===== src/pkg/fault_pkg.sv =====
// Purpose: Shared constants and types for the pulse channel fault reporting block.
// Assumes: Two channels, one error byte per channel, 50 MHz system clock.
// Notes: Status bytes and module error codes of a rejected record live here.
`default_nettype none
package fault_pkg;
    localparam int CLK_HZ = 50_000_000;
    localparam int NUM_CH = 2;
    // Error byte bit positions.
    localparam int BIT_SUPPLY_UV = 0;
    localparam int BIT_SENSOR = 1;
    localparam int BIT_LOAD = 2;
    localparam int BIT_PULSE = 3;
    localparam int BIT_OUT_A = 4;
    localparam int BIT_OUT_B = 5;
    localparam int BIT_SETPOINT = 6;
    localparam int BIT_SLOT = 7;
    // Feedback byte offsets per channel.
    localparam logic [3:0] CH0_ERR_OFFSET = 4'h0;
    localparam logic [3:0] CH1_ERR_OFFSET = 4'h8;
    // Status bytes of a rejected parameter record write.
    localparam logic [7:0] STAT_WRITE_ERR = 8'hDF;
    localparam logic [7:0] STAT_CLASS = 8'h80;
    localparam logic [7:0] STAT_MODULE = 8'hE1;
    localparam logic [7:0] CODE_NONE = 8'h00;
    localparam logic [7:0] CODE_CUR_HS = 8'h25;
    localparam logic [7:0] CODE_LIMITS = 8'h27;
    localparam logic [7:0] CODE_DITHER = 8'h28;
    localparam logic [7:0] CODE_SUBST = 8'h29;
    // Dithering period floor: four PWM periods and 2 ms, periods given in microseconds.
    localparam int DITHER_MIN_PWM_PERIODS = 4;
    localparam int DITHER_MIN_US = 2000;
    localparam logic [31:0] DITHER_MIN_TIME_US = 32'(DITHER_MIN_US);
    // Indicator flash half period: 250 ms.
    localparam int FLASH_HALF_MS = 250;
    localparam int FLASH_HALF_CYC = (CLK_HZ / 1000) * FLASH_HALF_MS;
    localparam logic [23:0] FLASH_HALF_CNT = 24'(FLASH_HALF_CYC - 1);
    typedef enum logic [2:0] {
        MODE_PULSE = 3'b000,
        MODE_PWM = 3'b001,
        MODE_FREQ = 3'b010,
        MODE_ONOFF = 3'b011,
        MODE_TRAIN = 3'b100,
        MODE_MOTOR = 3'b101
    } mode_type;
    typedef enum logic [1:0] {
        IND_OFF = 2'b00,
        IND_GREEN = 2'b01,
        IND_RED_ON = 2'b10,
        IND_RED_OFF = 2'b11
    } ind_type;
endpackage
`default_nettype wire


===== src/pkg/fault_if.sv =====
// Purpose: Carries one channel's raw fault levels into the flag logic.
// Assumes: All levels synchronous to clk_sys.
// Notes: The core drives, the flag module samples.
`default_nettype none
interface fault_if;
    logic supply_present;
    logic supply_uv;
    logic sensor_fault;
    logic load_fail;
    logic pulse_err;
    logic short_a;
    logic short_b;
    logic drive_a;
    logic drive_b;
    logic setpoint_bad;
    logic slot_bad;
    logic slot_permanent;
    logic diagnostic_indicator_a_en;
    logic diagnostic_indicator_b_en;
    logic [7:0] flags;
    modport src (output supply_present, supply_uv, sensor_fault, load_fail, pulse_err,
        short_a, short_b, drive_a, drive_b, setpoint_bad, slot_bad, slot_permanent,
        diagnostic_indicator_a_en, diagnostic_indicator_b_en, input flags);
    modport dst (input supply_present, supply_uv, sensor_fault, load_fail, pulse_err,
        short_a, short_b, drive_a, drive_b, setpoint_bad, slot_bad, slot_permanent,
        diagnostic_indicator_a_en, diagnostic_indicator_b_en, output flags);
endinterface
`default_nettype wire


===== src/hw/channel_flags.sv =====
// Purpose: Builds one channel's error byte from fault levels.
// Assumes: Levels are clean and synchronous.
// Notes: Flags track their causes; no latching.
`default_nettype none
module channel_flags
    import fault_pkg::*;
(
    input wire logic clk_sys,
    input wire logic sys_rst,
    fault_if.dst fin,
    input wire logic pulse_mode
);
    logic [7:0] flags_d;
    logic [7:0] flags_q;
    always_comb begin
        flags_d = '0;
        flags_d[BIT_SUPPLY_UV] = fin.supply_present & fin.supply_uv;
        flags_d[BIT_SENSOR] = fin.sensor_fault;
        flags_d[BIT_LOAD] = fin.load_fail;
        flags_d[BIT_PULSE] = fin.pulse_err & pulse_mode;
        flags_d[BIT_OUT_A] = fin.short_a & fin.diagnostic_indicator_a_en;
        // line B fault or both high.
        flags_d[BIT_OUT_B] = (fin.short_b & fin.diagnostic_indicator_b_en) | (fin.drive_a & fin.drive_b);
        flags_d[BIT_SETPOINT] = fin.setpoint_bad;
        flags_d[BIT_SLOT] = fin.slot_bad & fin.slot_permanent;
    end
    always_ff @(posedge clk_sys) begin
        if (sys_rst) begin
            flags_q <= '0;
        end else begin
            flags_q <= flags_d;
        end
    end
    assign fin.flags = flags_q;
    supply_absent_a: assert property (@(posedge clk_sys) disable iff (sys_rst)
        !fin.supply_present |=> !flags_q[BIT_SUPPLY_UV])
        else $error("undervoltage flag set with supply absent");
    both_high_a: assert property (@(posedge clk_sys) disable iff (sys_rst)
        (fin.drive_a && fin.drive_b) |=> flags_q[BIT_OUT_B])
        else $error("both lines high not flagged");
    line_a_gate_a: assert property (@(posedge clk_sys) disable iff (sys_rst)
        !fin.diagnostic_indicator_a_en |=> !flags_q[BIT_OUT_A])
        else $error("line A flag set while diagnostics off");
    line_b_gate_a: assert property (@(posedge clk_sys) disable iff (sys_rst)
        (!fin.diagnostic_indicator_b_en && !(fin.drive_a && fin.drive_b)) |=> !flags_q[BIT_OUT_B])
        else $error("line B flag set while diagnostics off");
    pulse_gate_a: assert property (@(posedge clk_sys) disable iff (sys_rst)
        !pulse_mode |=> !flags_q[BIT_PULSE])
        else $error("pulse flag set outside pulse modes");
    sensor_follow_a: assert property (@(posedge clk_sys) disable iff (sys_rst)
        flags_q[BIT_SENSOR] == $past(fin.sensor_fault))
        else $error("sensor flag does not follow its cause");
endmodule
`default_nettype wire


===== src/hw/record_check.sv =====
// Purpose: Validates a written parameter record and forms its status word.
// Assumes: Record fields are stable while rec_write is high.
// Notes: Checks in code order; the last failing check gives the code.
`default_nettype none
module record_check
    import fault_pkg::*;
(
    input wire logic clk_sys,
    input wire logic sys_rst,
    input wire logic rec_write,
    input wire logic [2:0] rec_mode,
    input wire logic rec_current_ctrl,
    input wire logic rec_high_speed,
    input wire logic rec_dither_en,
    input wire logic [15:0] rec_high_limit,
    input wire logic [15:0] rec_low_limit,
    input wire logic [31:0] rec_dither_us,
    input wire logic [31:0] rec_pwm_period_us,
    input wire logic rec_subst_a,
    input wire logic rec_subst_b,
    output logic rec_done,
    output logic rec_accepted,
    output logic [31:0] rec_status
);
    logic [7:0] code;
    logic is_pwm;
    logic done_d, done_q, acc_d, acc_q;
    logic [31:0] stat_d, stat_q;
    logic [33:0] four_periods;
    always_comb begin
        is_pwm = (rec_mode == MODE_PWM);
        four_periods = 34'(rec_pwm_period_us) * 34'(DITHER_MIN_PWM_PERIODS);
        code = CODE_NONE;
        if (rec_subst_a && rec_subst_b) begin
            code = CODE_SUBST;
        end
        if (is_pwm && rec_dither_en && ((34'(rec_dither_us) < four_periods)
                || (rec_dither_us < DITHER_MIN_TIME_US))) begin
            code = CODE_DITHER;
        end
        if (is_pwm && rec_current_ctrl && (rec_high_limit <= rec_low_limit)) begin
            code = CODE_LIMITS;
        end
        if (is_pwm && rec_current_ctrl && rec_high_speed) begin
            code = CODE_CUR_HS;
        end
        done_d = rec_write;
        acc_d = rec_write ? (code == CODE_NONE) : acc_q;
        stat_d = stat_q;
        if (rec_write) begin
            stat_d = (code == CODE_NONE) ? 32'h0000_0000
                : {STAT_WRITE_ERR, STAT_CLASS, STAT_MODULE, code};
        end
    end
    always_ff @(posedge clk_sys) begin
        if (sys_rst) begin
            done_q <= 1'b0;
            acc_q <= 1'b1;
            stat_q <= 32'h0000_0000;
        end else begin
            done_q <= done_d;
            acc_q <= acc_d;
            stat_q <= stat_d;
        end
    end
    assign rec_done = done_q;
    assign rec_accepted = acc_q;
    assign rec_status = stat_q;
    // code for current plus high speed.
    cur_hs_a: assert property (@(posedge clk_sys) disable iff (sys_rst)
        (rec_write && rec_mode == MODE_PWM && rec_current_ctrl && rec_high_speed)
        |=> (rec_status == 32'hDF80_E125) && !rec_accepted)
        else $error("current plus high speed not rejected");
    subst_a: assert property (@(posedge clk_sys) disable iff (sys_rst)
        (rec_write && rec_subst_a && rec_subst_b && rec_mode != MODE_PWM)
        |=> rec_status == 32'hDF80_E129)
        else $error("both substitutes high not rejected");
    limits_a: assert property (@(posedge clk_sys) disable iff (sys_rst)
        (rec_write && rec_mode == MODE_PWM && rec_current_ctrl && !rec_high_speed
        && rec_high_limit <= rec_low_limit) |=> rec_status[7:0] == 8'h27)
        else $error("limit order not rejected");
endmodule
`default_nettype wire


===== src/hw/pulse_fault_report.sv =====
// Purpose: Fault reporting for a two channel pulse output module.
// Assumes: All inputs synchronous to clk_sys; fault causes come as levels.
// Notes: Error bytes read on the feedback port; diagnostics raised as levels.
// Contract
// - PWM rejects current control plus high speed
// - PWM current control needs high above low
// - Dithering period at least 4 periods, 2ms
// - Both substitute values one is rejected
// - Bit 0 undervoltage, clear when supply absent
// - Bit 1 sensor supply fault
// - Bit 2 single update load failure
// - Bit 3 pulse output error in pulse modes
// - Bit 4 line A short or overload
// - Bit 5 line B fault or both high
// - Bit 6 setpoint value invalid
// - Bit 7 slot invalid under permanent update
// - Indicator flashes red while diagnostic pending
// - Keep operating unchanged during errors in run; the code holds line B low while line A is requested
// - Short or overload sends enabled diagnostic
// - Group diagnostics gates supply, sensor, temperature
// - Line A detection only when enabled
// - Line B detection only when enabled
// - Rejected write returns four status bytes
`default_nettype none
module pulse_fault_report
    import fault_pkg::*;
(
    input wire logic clk_sys,
    input wire logic sys_rst,
    input wire logic configured,
    input wire logic [5:0] ch_mode,
    input wire logic supply_present,
    input wire logic supply_uv,
    input wire logic sensor_fault,
    input wire logic over_temp,
    input wire logic [1:0] load_fail,
    input wire logic [1:0] pulse_err,
    input wire logic [1:0] short_a,
    input wire logic [1:0] short_b,
    input wire logic [1:0] software_drive_a,
    input wire logic [1:0] software_drive_b,
    input wire logic [1:0] module_output_control,
    input wire logic [1:0] output_setpoint_invalid,
    input wire logic [1:0] slot_value_invalid,
    input wire logic [1:0] slot_permanent,
    input wire logic [1:0] group_diagnostic_indicator_en,
    input wire logic [1:0] diagnostic_indicator_a_en,
    input wire logic [1:0] diagnostic_indicator_b_en,
    input wire logic [1:0] output_line_a_req,
    input wire logic [1:0] output_line_b_req,
    output logic [1:0] output_line_a,
    output logic [1:0] output_line_b,
    input wire logic [3:0] fb_addr,
    output logic [7:0] fb_data,
    input wire logic rec_write,
    input wire logic [2:0] rec_mode,
    input wire logic rec_current_ctrl,
    input wire logic rec_high_speed,
    input wire logic rec_dither_en,
    input wire logic [15:0] rec_high_limit,
    input wire logic [15:0] rec_low_limit,
    input wire logic [31:0] rec_dither_us,
    input wire logic [31:0] rec_pwm_period_us,
    input wire logic rec_subst_a,
    input wire logic rec_subst_b,
    output logic rec_done,
    output logic rec_accepted,
    output logic [31:0] rec_status,
    output logic [1:0] diagnostic_indicator_pending,
    output logic diagnostic_indicator_indicator_green,
    output logic diagnostic_indicator_indicator_red
);
    ////////////////////////////////////////////////////////////////////////////
    logic [7:0] ch_flags [NUM_CH];
    logic [1:0] pulse_mode;

    function automatic logic is_pulse_mode(input logic [2:0] m);
        return (m == MODE_PULSE) || (m == MODE_ONOFF) || (m == MODE_TRAIN);
    endfunction

    fault_if fch0 ();
    fault_if fch1 ();

    for (genvar c = 0; c < NUM_CH; c++) begin : g_ch
        assign pulse_mode[c] = is_pulse_mode(ch_mode[3*c +: 3]);
    end

    assign fch0.supply_present = supply_present;
    assign fch0.supply_uv = supply_uv;
    assign fch0.sensor_fault = sensor_fault;
    assign fch0.load_fail = load_fail[0];
    assign fch0.pulse_err = pulse_err[0];
    assign fch0.short_a = short_a[0];
    assign fch0.short_b = short_b[0];
    assign fch0.drive_a = software_drive_a[0] & module_output_control[0];
    assign fch0.drive_b = software_drive_b[0] & module_output_control[0];
    assign fch0.setpoint_bad = output_setpoint_invalid[0];
    assign fch0.slot_bad = slot_value_invalid[0];
    assign fch0.slot_permanent = slot_permanent[0];
    assign fch0.diagnostic_indicator_a_en = diagnostic_indicator_a_en[0];
    assign fch0.diagnostic_indicator_b_en = diagnostic_indicator_b_en[0];
    assign fch1.supply_present = supply_present;
    assign fch1.supply_uv = supply_uv;
    assign fch1.sensor_fault = sensor_fault;
    assign fch1.load_fail = load_fail[1];
    assign fch1.pulse_err = pulse_err[1];
    assign fch1.short_a = short_a[1];
    assign fch1.short_b = short_b[1];
    assign fch1.drive_a = software_drive_a[1] & module_output_control[1];
    assign fch1.drive_b = software_drive_b[1] & module_output_control[1];
    assign fch1.setpoint_bad = output_setpoint_invalid[1];
    assign fch1.slot_bad = slot_value_invalid[1];
    assign fch1.slot_permanent = slot_permanent[1];
    assign fch1.diagnostic_indicator_a_en = diagnostic_indicator_a_en[1];
    assign fch1.diagnostic_indicator_b_en = diagnostic_indicator_b_en[1];

    channel_flags u_flags0 (
        .clk_sys(clk_sys),
        .sys_rst(sys_rst),
        .fin(fch0),
        .pulse_mode(pulse_mode[0])
    );
    channel_flags u_flags1 (
        .clk_sys(clk_sys),
        .sys_rst(sys_rst),
        .fin(fch1),
        .pulse_mode(pulse_mode[1])
    );
    assign ch_flags[0] = fch0.flags;
    assign ch_flags[1] = fch1.flags;

    ////////////////////////////////////////////////////////////////////////////
    // Feedback port: error bytes at their offsets, other bytes read zero.
    logic [7:0] fb_d, fb_q;
    always_comb begin
        case (fb_addr)
            CH0_ERR_OFFSET: fb_d = ch_flags[0];
            CH1_ERR_OFFSET: fb_d = ch_flags[1];
            default: fb_d = 8'h00;
        endcase
    end
    always_ff @(posedge clk_sys) begin
        if (sys_rst) begin
            fb_q <= 8'h00;
        end else begin
            fb_q <= fb_d;
        end
    end
    assign fb_data = fb_q;

    ////////////////////////////////////////////////////////////////////////////
    // Outputs keep running through faults; only the both-high attempt is held off,
    // since driving both lines of a bridge high is the fault being reported.
    logic [1:0] out_a_d, out_a_q, out_b_d, out_b_q;
    always_comb begin
        out_a_d = output_line_a_req;
        out_b_d = output_line_b_req & ~output_line_a_req;
    end
    always_ff @(posedge clk_sys) begin
        if (sys_rst) begin
            out_a_q <= 2'b00;
            out_b_q <= 2'b00;
        end else begin
            out_a_q <= out_a_d;
            out_b_q <= out_b_d;
        end
    end
    assign output_line_a = out_a_q;
    assign output_line_b = out_b_q;

    ////////////////////////////////////////////////////////////////////////////
    logic [1:0] diagnostic_indicator_d, diagnostic_indicator_q;
    always_comb begin
        for (int c = 0; c < NUM_CH; c++) begin
            diagnostic_indicator_d[c] = ch_flags[c][BIT_OUT_A] | (short_b[c] & diagnostic_indicator_b_en[c])
                | (group_diagnostic_indicator_en[c] & (ch_flags[c][BIT_SUPPLY_UV] | ~supply_present
                | ch_flags[c][BIT_SENSOR] | over_temp));
        end
    end
    always_ff @(posedge clk_sys) begin
        if (sys_rst) begin
            diagnostic_indicator_q <= 2'b00;
        end else begin
            diagnostic_indicator_q <= diagnostic_indicator_d;
        end
    end
    assign diagnostic_indicator_pending = diagnostic_indicator_q;

    ////////////////////////////////////////////////////////////////////////////
    ind_type ind_d, ind_q;
    logic [23:0] fl_d, fl_q;
    always_comb begin
        ind_d = ind_q;
        fl_d = fl_q;
        case (ind_q)
            IND_OFF: begin
                ind_d = configured ? IND_GREEN : IND_OFF;
            end
            IND_GREEN: begin
                fl_d = '0;
                if (|diagnostic_indicator_q) begin
                    ind_d = IND_RED_ON;
                end
            end
            IND_RED_ON, IND_RED_OFF: begin
                if (!(|diagnostic_indicator_q)) begin
                    ind_d = IND_GREEN;
                end else if (fl_q == FLASH_HALF_CNT) begin
                    fl_d = '0;
                    ind_d = (ind_q == IND_RED_ON) ? IND_RED_OFF : IND_RED_ON;
                end else begin
                    fl_d = fl_q + 24'h00_0001;
                end
            end
            default: ind_d = IND_OFF;
        endcase
        if (!configured) begin
            ind_d = IND_OFF;
        end
    end
    always_ff @(posedge clk_sys) begin
        if (sys_rst) begin
            ind_q <= IND_OFF;
            fl_q <= '0;
        end else begin
            ind_q <= ind_d;
            fl_q <= fl_d;
        end
    end
    assign diagnostic_indicator_indicator_green = (ind_q == IND_GREEN);
    assign diagnostic_indicator_indicator_red = (ind_q == IND_RED_ON);

    ////////////////////////////////////////////////////////////////////////////
    record_check u_rec (
        .clk_sys(clk_sys),
        .sys_rst(sys_rst),
        .rec_write(rec_write),
        .rec_mode(rec_mode),
        .rec_current_ctrl(rec_current_ctrl),
        .rec_high_speed(rec_high_speed),
        .rec_dither_en(rec_dither_en),
        .rec_high_limit(rec_high_limit),
        .rec_low_limit(rec_low_limit),
        .rec_dither_us(rec_dither_us),
        .rec_pwm_period_us(rec_pwm_period_us),
        .rec_subst_a(rec_subst_a),
        .rec_subst_b(rec_subst_b),
        .rec_done(rec_done),
        .rec_accepted(rec_accepted),
        .rec_status(rec_status)
    );

    ////////////////////////////////////////////////////////////////////////////
    // return to green.
    green_back_a: assert property (@(posedge clk_sys) disable iff (sys_rst)
        (configured && diagnostic_indicator_q == 2'b00 && $past(configured) && ind_q != IND_OFF)
        |=> diagnostic_indicator_indicator_green)
        else $error("indicator not green after faults cleared");
    red_entry_a: assert property (@(posedge clk_sys) disable iff (sys_rst)
        (configured && ind_q == IND_GREEN && diagnostic_indicator_q != 2'b00) |=> diagnostic_indicator_indicator_red)
        else $error("indicator not red with fault pending");
    // group gate off.
    // The line A cause reaches the alarm through its registered flag, one cycle late.
    group_off_a: assert property (@(posedge clk_sys) disable iff (sys_rst)
        (group_diagnostic_indicator_en == 2'b00 && short_b == 2'b00
        && {ch_flags[1][BIT_OUT_A], ch_flags[0][BIT_OUT_A]} == 2'b00)
        |=> diagnostic_indicator_pending == 2'b00)
        else $error("diagnostic raised with group diagnostics off");
    short_diagnostic_indicator_a: assert property (@(posedge clk_sys) disable iff (sys_rst)
        (short_b[0] && diagnostic_indicator_b_en[0]) |=> diagnostic_indicator_pending[0])
        else $error("line B short not reported");
    keep_run_a: assert property (@(posedge clk_sys) disable iff (sys_rst)
        output_line_a_req[0] |=> output_line_a[0])
        else $error("output stopped during fault");
    fb_map0_a: assert property (@(posedge clk_sys) disable iff (sys_rst)
        (fb_addr == CH0_ERR_OFFSET) |=> fb_data == $past(ch_flags[0]))
        else $error("channel 0 error byte misplaced");
    fb_map1_a: assert property (@(posedge clk_sys) disable iff (sys_rst)
        (fb_addr == CH1_ERR_OFFSET) |=> fb_data == $past(ch_flags[1]))
        else $error("channel 1 error byte misplaced");
    rec_answer_a: assert property (@(posedge clk_sys) disable iff (sys_rst)
        rec_write |=> rec_done)
        else $error("record write not answered");
    dither_a: assert property (@(posedge clk_sys) disable iff (sys_rst)
        (rec_write && rec_mode == MODE_PWM && rec_dither_en && !rec_current_ctrl
        && rec_dither_us < 32'd2000) |=> rec_status[7:0] == 8'h28)
        else $error("short dithering period not rejected");
endmodule
`default_nettype wire


===== config.mk =====
export PLATFORM = sky130hd
export DESIGN_NAME = pulse_fault_report
export DESIGN_NICKNAME = d
export VERILOG_FILES = /design/src/pkg/fault_pkg.sv /design/src/pkg/fault_if.sv /design/src/hw/channel_flags.sv /design/src/hw/record_check.sv /design/src/hw/pulse_fault_report.sv
export SDC_FILE = /design/constraint.sdc
export NUM_CORES = 1
export LEC_CHECK = 0
export BUFFER_PORTS_ARGS = -buffer_cell sky130_fd_sc_hd__buf_2
export CORE_ASPECT_RATIO = 2
export CORE_UTILIZATION = 42
export CTS_CLUSTER_DIAMETER = 200
export DETAILED_ROUTE_END_ITERATION = 8
export MAX_ROUTING_LAYER = met4
export PLACE_DENSITY = 0.77
export SLEW_MARGIN = 10
export SYNTH_ARGS = -nofsm -noshare
export SYNTH_HDL_FRONTEND = slang
export SYNTH_SLANG_ARGS = --single-unit

===== constraint.sdc =====
create_clock -name clk_sys -period 2.4 [get_ports clk_sys]
set_clock_uncertainty 0.2 [all_clocks]
set_input_delay 0.36 -clock clk_sys [delete_from_list [all_inputs] [get_ports clk_sys]]
set_output_delay 0.36 -clock clk_sys [all_outputs]
set_load 0.03 [all_outputs]

==> results.py <==
metrics = {
    "outcome": {
        "status": "finished, final reports clean",
    },
    "drt": {
        "vias": 4409,
        "first_iter_violations": 200,
        "first_pass_iters": 4,
        "wire_per_inst_um": 14.4,
        "viasPerCell": 5.44,
        "drt_wl_total_um": 11700,
        "drc": 0,
        "ant_nets": 0,
    },
    "cells_and_area": {
        "n_antenna_cell": 0,
        "syn_to_final_growth_pct": 34.1,
        "final_cell_mix": "184 x buf_2, 62 x dfxtp_1, 55 x inv_1",
        "layout-drive-gt1-share_pct": 35.1,
        "final_common_cell": "buf_2",
        "fin_cells": 810,
        "fin_util_pct": 58.3,
        "num-nets-final": 899,
        "fillers": 862,
    },
    "floorplanning": {
        "rows": 50,
        "die_h_um": 141,
        "dieArea_mm2": 0.0101,
        "ios": 202,
        "core-area_mm2": 0.00938,
        "start_util_pct": 43.5,
        "dieWidth_um": 71.7,
    },
    "setup_path": {
        "critPathLaunchType": "input port",
        "path_max_fanout": 3,
        "arrival_ns": 2.31,
        "r2r_setup_slack_ns": 0.12,
        "r2r_start": "fl_q[0]$_SDFFE_PP0P_",
        "r2r_cells": 6,
        "endpoint_kind": "flop",
        "worstSetupPathType": "in -> reg",
        "timing.rr.end": "fl_q[19]$_SDFFE_PP0P_",
        "required_ns": 2.42,
    },
    "placement": {
        "post-place-ws_ns": -0.370,
        "dpl.hpwl_um": 9590,
        "placedCellCount": 793,
        "portBuffers": 184,
        "gp_congestion": 0.871,
    },
    "yosys": {
        "synthesis.area_mm2": 0.00408,
        "synth.distinct_cells": 62,
        "synthArstFlopShare_pct": 0,
        "synth-edff-count": 0,
        "synth_flop_cell": "dfxtp_1",
        "synthCells": 501,
        "yosys_register_bits": 62,
        "synth_seq_area_share_pct": 30.4,
        "syn_area_per_cell_um2": 8.14,
        "yosys_warnings": 0,
    },
    "power": {
        "vdd_drop_max_v": 0.000374,
        "powerDensity_mw_per_mm2": 517,
        "p_leak_uw": 0.00273,
    },
    "clocking": {
        "cts_tree": "built",
        "clockBufferDepth": 2,
        "cts_buffers": 9,
        "clk-insertion-delay-late_ns": 0.33,
        "htreeDepth": 3,
        "clock-root-buffer": "clkbuf_16",
        "clk_pin_slew_worst_paths_ns": 0.05,
        "clock-sinks": 62,
        "post_cts_buffers": 0,
    },
    "global_route": {
        "top_usage_layer": "met2",
        "grt_use_total_pct": 23.9,
        "grt_max_degree": 54,
        "antenna_found_initial": 0,
        "first_global_vias": 4468,
        "gr-usage-met3_pct": 4.19,
        "grtUsageMet2_pct": 46.9,
        "met1_usage_pct": 18.9,
        "overflow": 0,
        "grt_first_pass_wirelength_um": 18500,
    },
    "timing": {
        "fin_setup_tns_ns": 0,
        "setup_viol": 0,
        "report.final.hold_viol_count": 0,
        "worst_slack_ns": 0.110,
        "final-max-slew-violation-count": 0,
        "period_share_pct": 95.4,
        "fmax_ghz": 0.437,
        "period_minus_slack_ns": 2.29,
        "hold_ws_ns": 0.00799,
    },
    "worst_hold_path": {
        "hold_class": "in -> reg",
        "hold_end": "output_line_b[0]$_SDFF_PP0_",
        "min_from": "output_line_a_req[0]",
        "min_path_cells": 2,
    },
    "run": {
        "maxCapViolCount": 0,
    },
}
-- report_power, final --
part / internal (µW) / switching [µW]
combinational: 238 / 312
clock: 751 / 457
sequential: 1060 / 15.8
total: 2050 / 785
-- cells in the mapped netlist (3+ instances only) --
master / instances / area (µm²)
dfxtp_1: 62 / 1240
inv_1: 55 / 206
ha_1: 46 / 576
nor2_1: 46 / 173
a21oi_1: 40 / 200
buf_4: 29 / 218
nand2_1: 28 / 105
o21ai_0: 28 / 140
nand4_1: 14 / 87.6
nand3_1: 11 / 55.1
nor2b_1: 10 / 62.6
nor3_1: 10 / 50.1
a311oi_1: 9 / 78.8
a31oi_1: 8 / 50.1
clkbuf_1: 7 / 26.3
mux2i_1: 6 / 60.1
nor4_1: 6 / 37.5
nor3b_1: 5 / 37.5
a211oi_1: 4 / 30.0
a21o_1: 4 / 30.0
and3b_1: 4 / 35.0
nand2b_1: 4 / 25.0
a211o_1: 3 / 26.3
a32oi_1: 3 / 26.3
and4_1: 3 / 26.3
or3_1: 3 / 18.8
or4_1: 3 / 22.5
-- worst max path at each step --
| stage | startpoint | endpoint | slack [ns] | cells past startpoint |
|---|---|---|---|---|
| finish | rec_dither_us[30] | u_rec.rec_status[3]$_SDFFE_PP0P_ | 0.11 | 8 |
| global route | rec_dither_us[30] | u_rec.rec_status[3]$_SDFFE_PP0P_ | -0.02 | 8 |
| CTS | rec_dither_us[30] | u_rec.rec_status[3]$_SDFFE_PP0P_ | 0.02 | 8 |
| detailed placement | rec_dither_us[30] | u_rec.rec_status[3]$_SDFFE_PP0P_ | -0.37 | 8 |
| global placement | rec_dither_us[24] | u_rec.rec_status[3]$_SDFFE_PP0P_ | -0.27 | 8 |
| floorplan | rec_pwm_period_us[28] | u_rec.rec_status[3]$_SDFFE_PP0P_ | 0.04 | 8 |
-- logic make-up (layout without fill, tap and decap cells) --
logic type      after synthesis  after routing  synth area share (%)
buf+inv                      97            288                  12.3
flops                        62             62                  30.4
simple gates                171            171                  22.9
other cells                   1             15                0.0919
fa+ha+maj                    46             46                  14.1
compound gates              118            118                  18.7
mux                           6              6                  1.47
-- sequential cells by signal, summed over array words and instances, names as in the netlist --
register,count
u_rec.rec_status,6
u_rec.rec_accepted,1
output_line_b,2
output_line_a,2
u_rec.rec_done,1
u_flags1.fin.flags,8
ind_q,2
u_flags0.fin.flags,6
fl_q,24
diagnostic_indicator_pending,2
fb_data,8
-- worst max-delay path, cell delays in order --
cell       delay, ns
buf_2           0.11
ha_1            0.31
nor4bb_2        0.19
and2_1          0.19
a2111oi_2       0.32
a211oi_1        0.16
or2_1           0.29
a2111oi_2       0.38
-- layout make-up --
class | instances | area, µm² | area share [%]
Multi-Input combinational cell | 356 | 2410 | 44.1
Clock inverter | 5 | 33.8 | 0.617
Inverter | 55 | 206 | 3.77
Tap cell | 104 | 130 | 2.38
Sequential cell | 62 | 1240 | 22.7
Clock buffer | 11 | 253 | 4.62
Timing Repair Buffer | 217 | 1200 | 21.9
-- metrics by stage --
stage / area, µm² / total power (µW)
after floorplan: 4130 / 1430
after global placement: 5150 / 1620
after detailed placement: 5150 / 1640
after CTS: 5450 / 2840
after global routing: 5470 / 2960
final: 5470 / 2830
-- repair_timing --
item                       in CTS  in global routing
setup endpoints to repair       1                  3
hold buffers                    1                  0
hold endpoints to repair        1                  0
gates resized for setup         1                  4
-- per-layer routing --
layer  up-vias  routed length, µm
met5         -                  0
met1      2011               3810
li1       2152                  -
met3        43                605
met4         0                584
met2       203               6680
No activity file was read; power rests on OpenSTA's default activity.
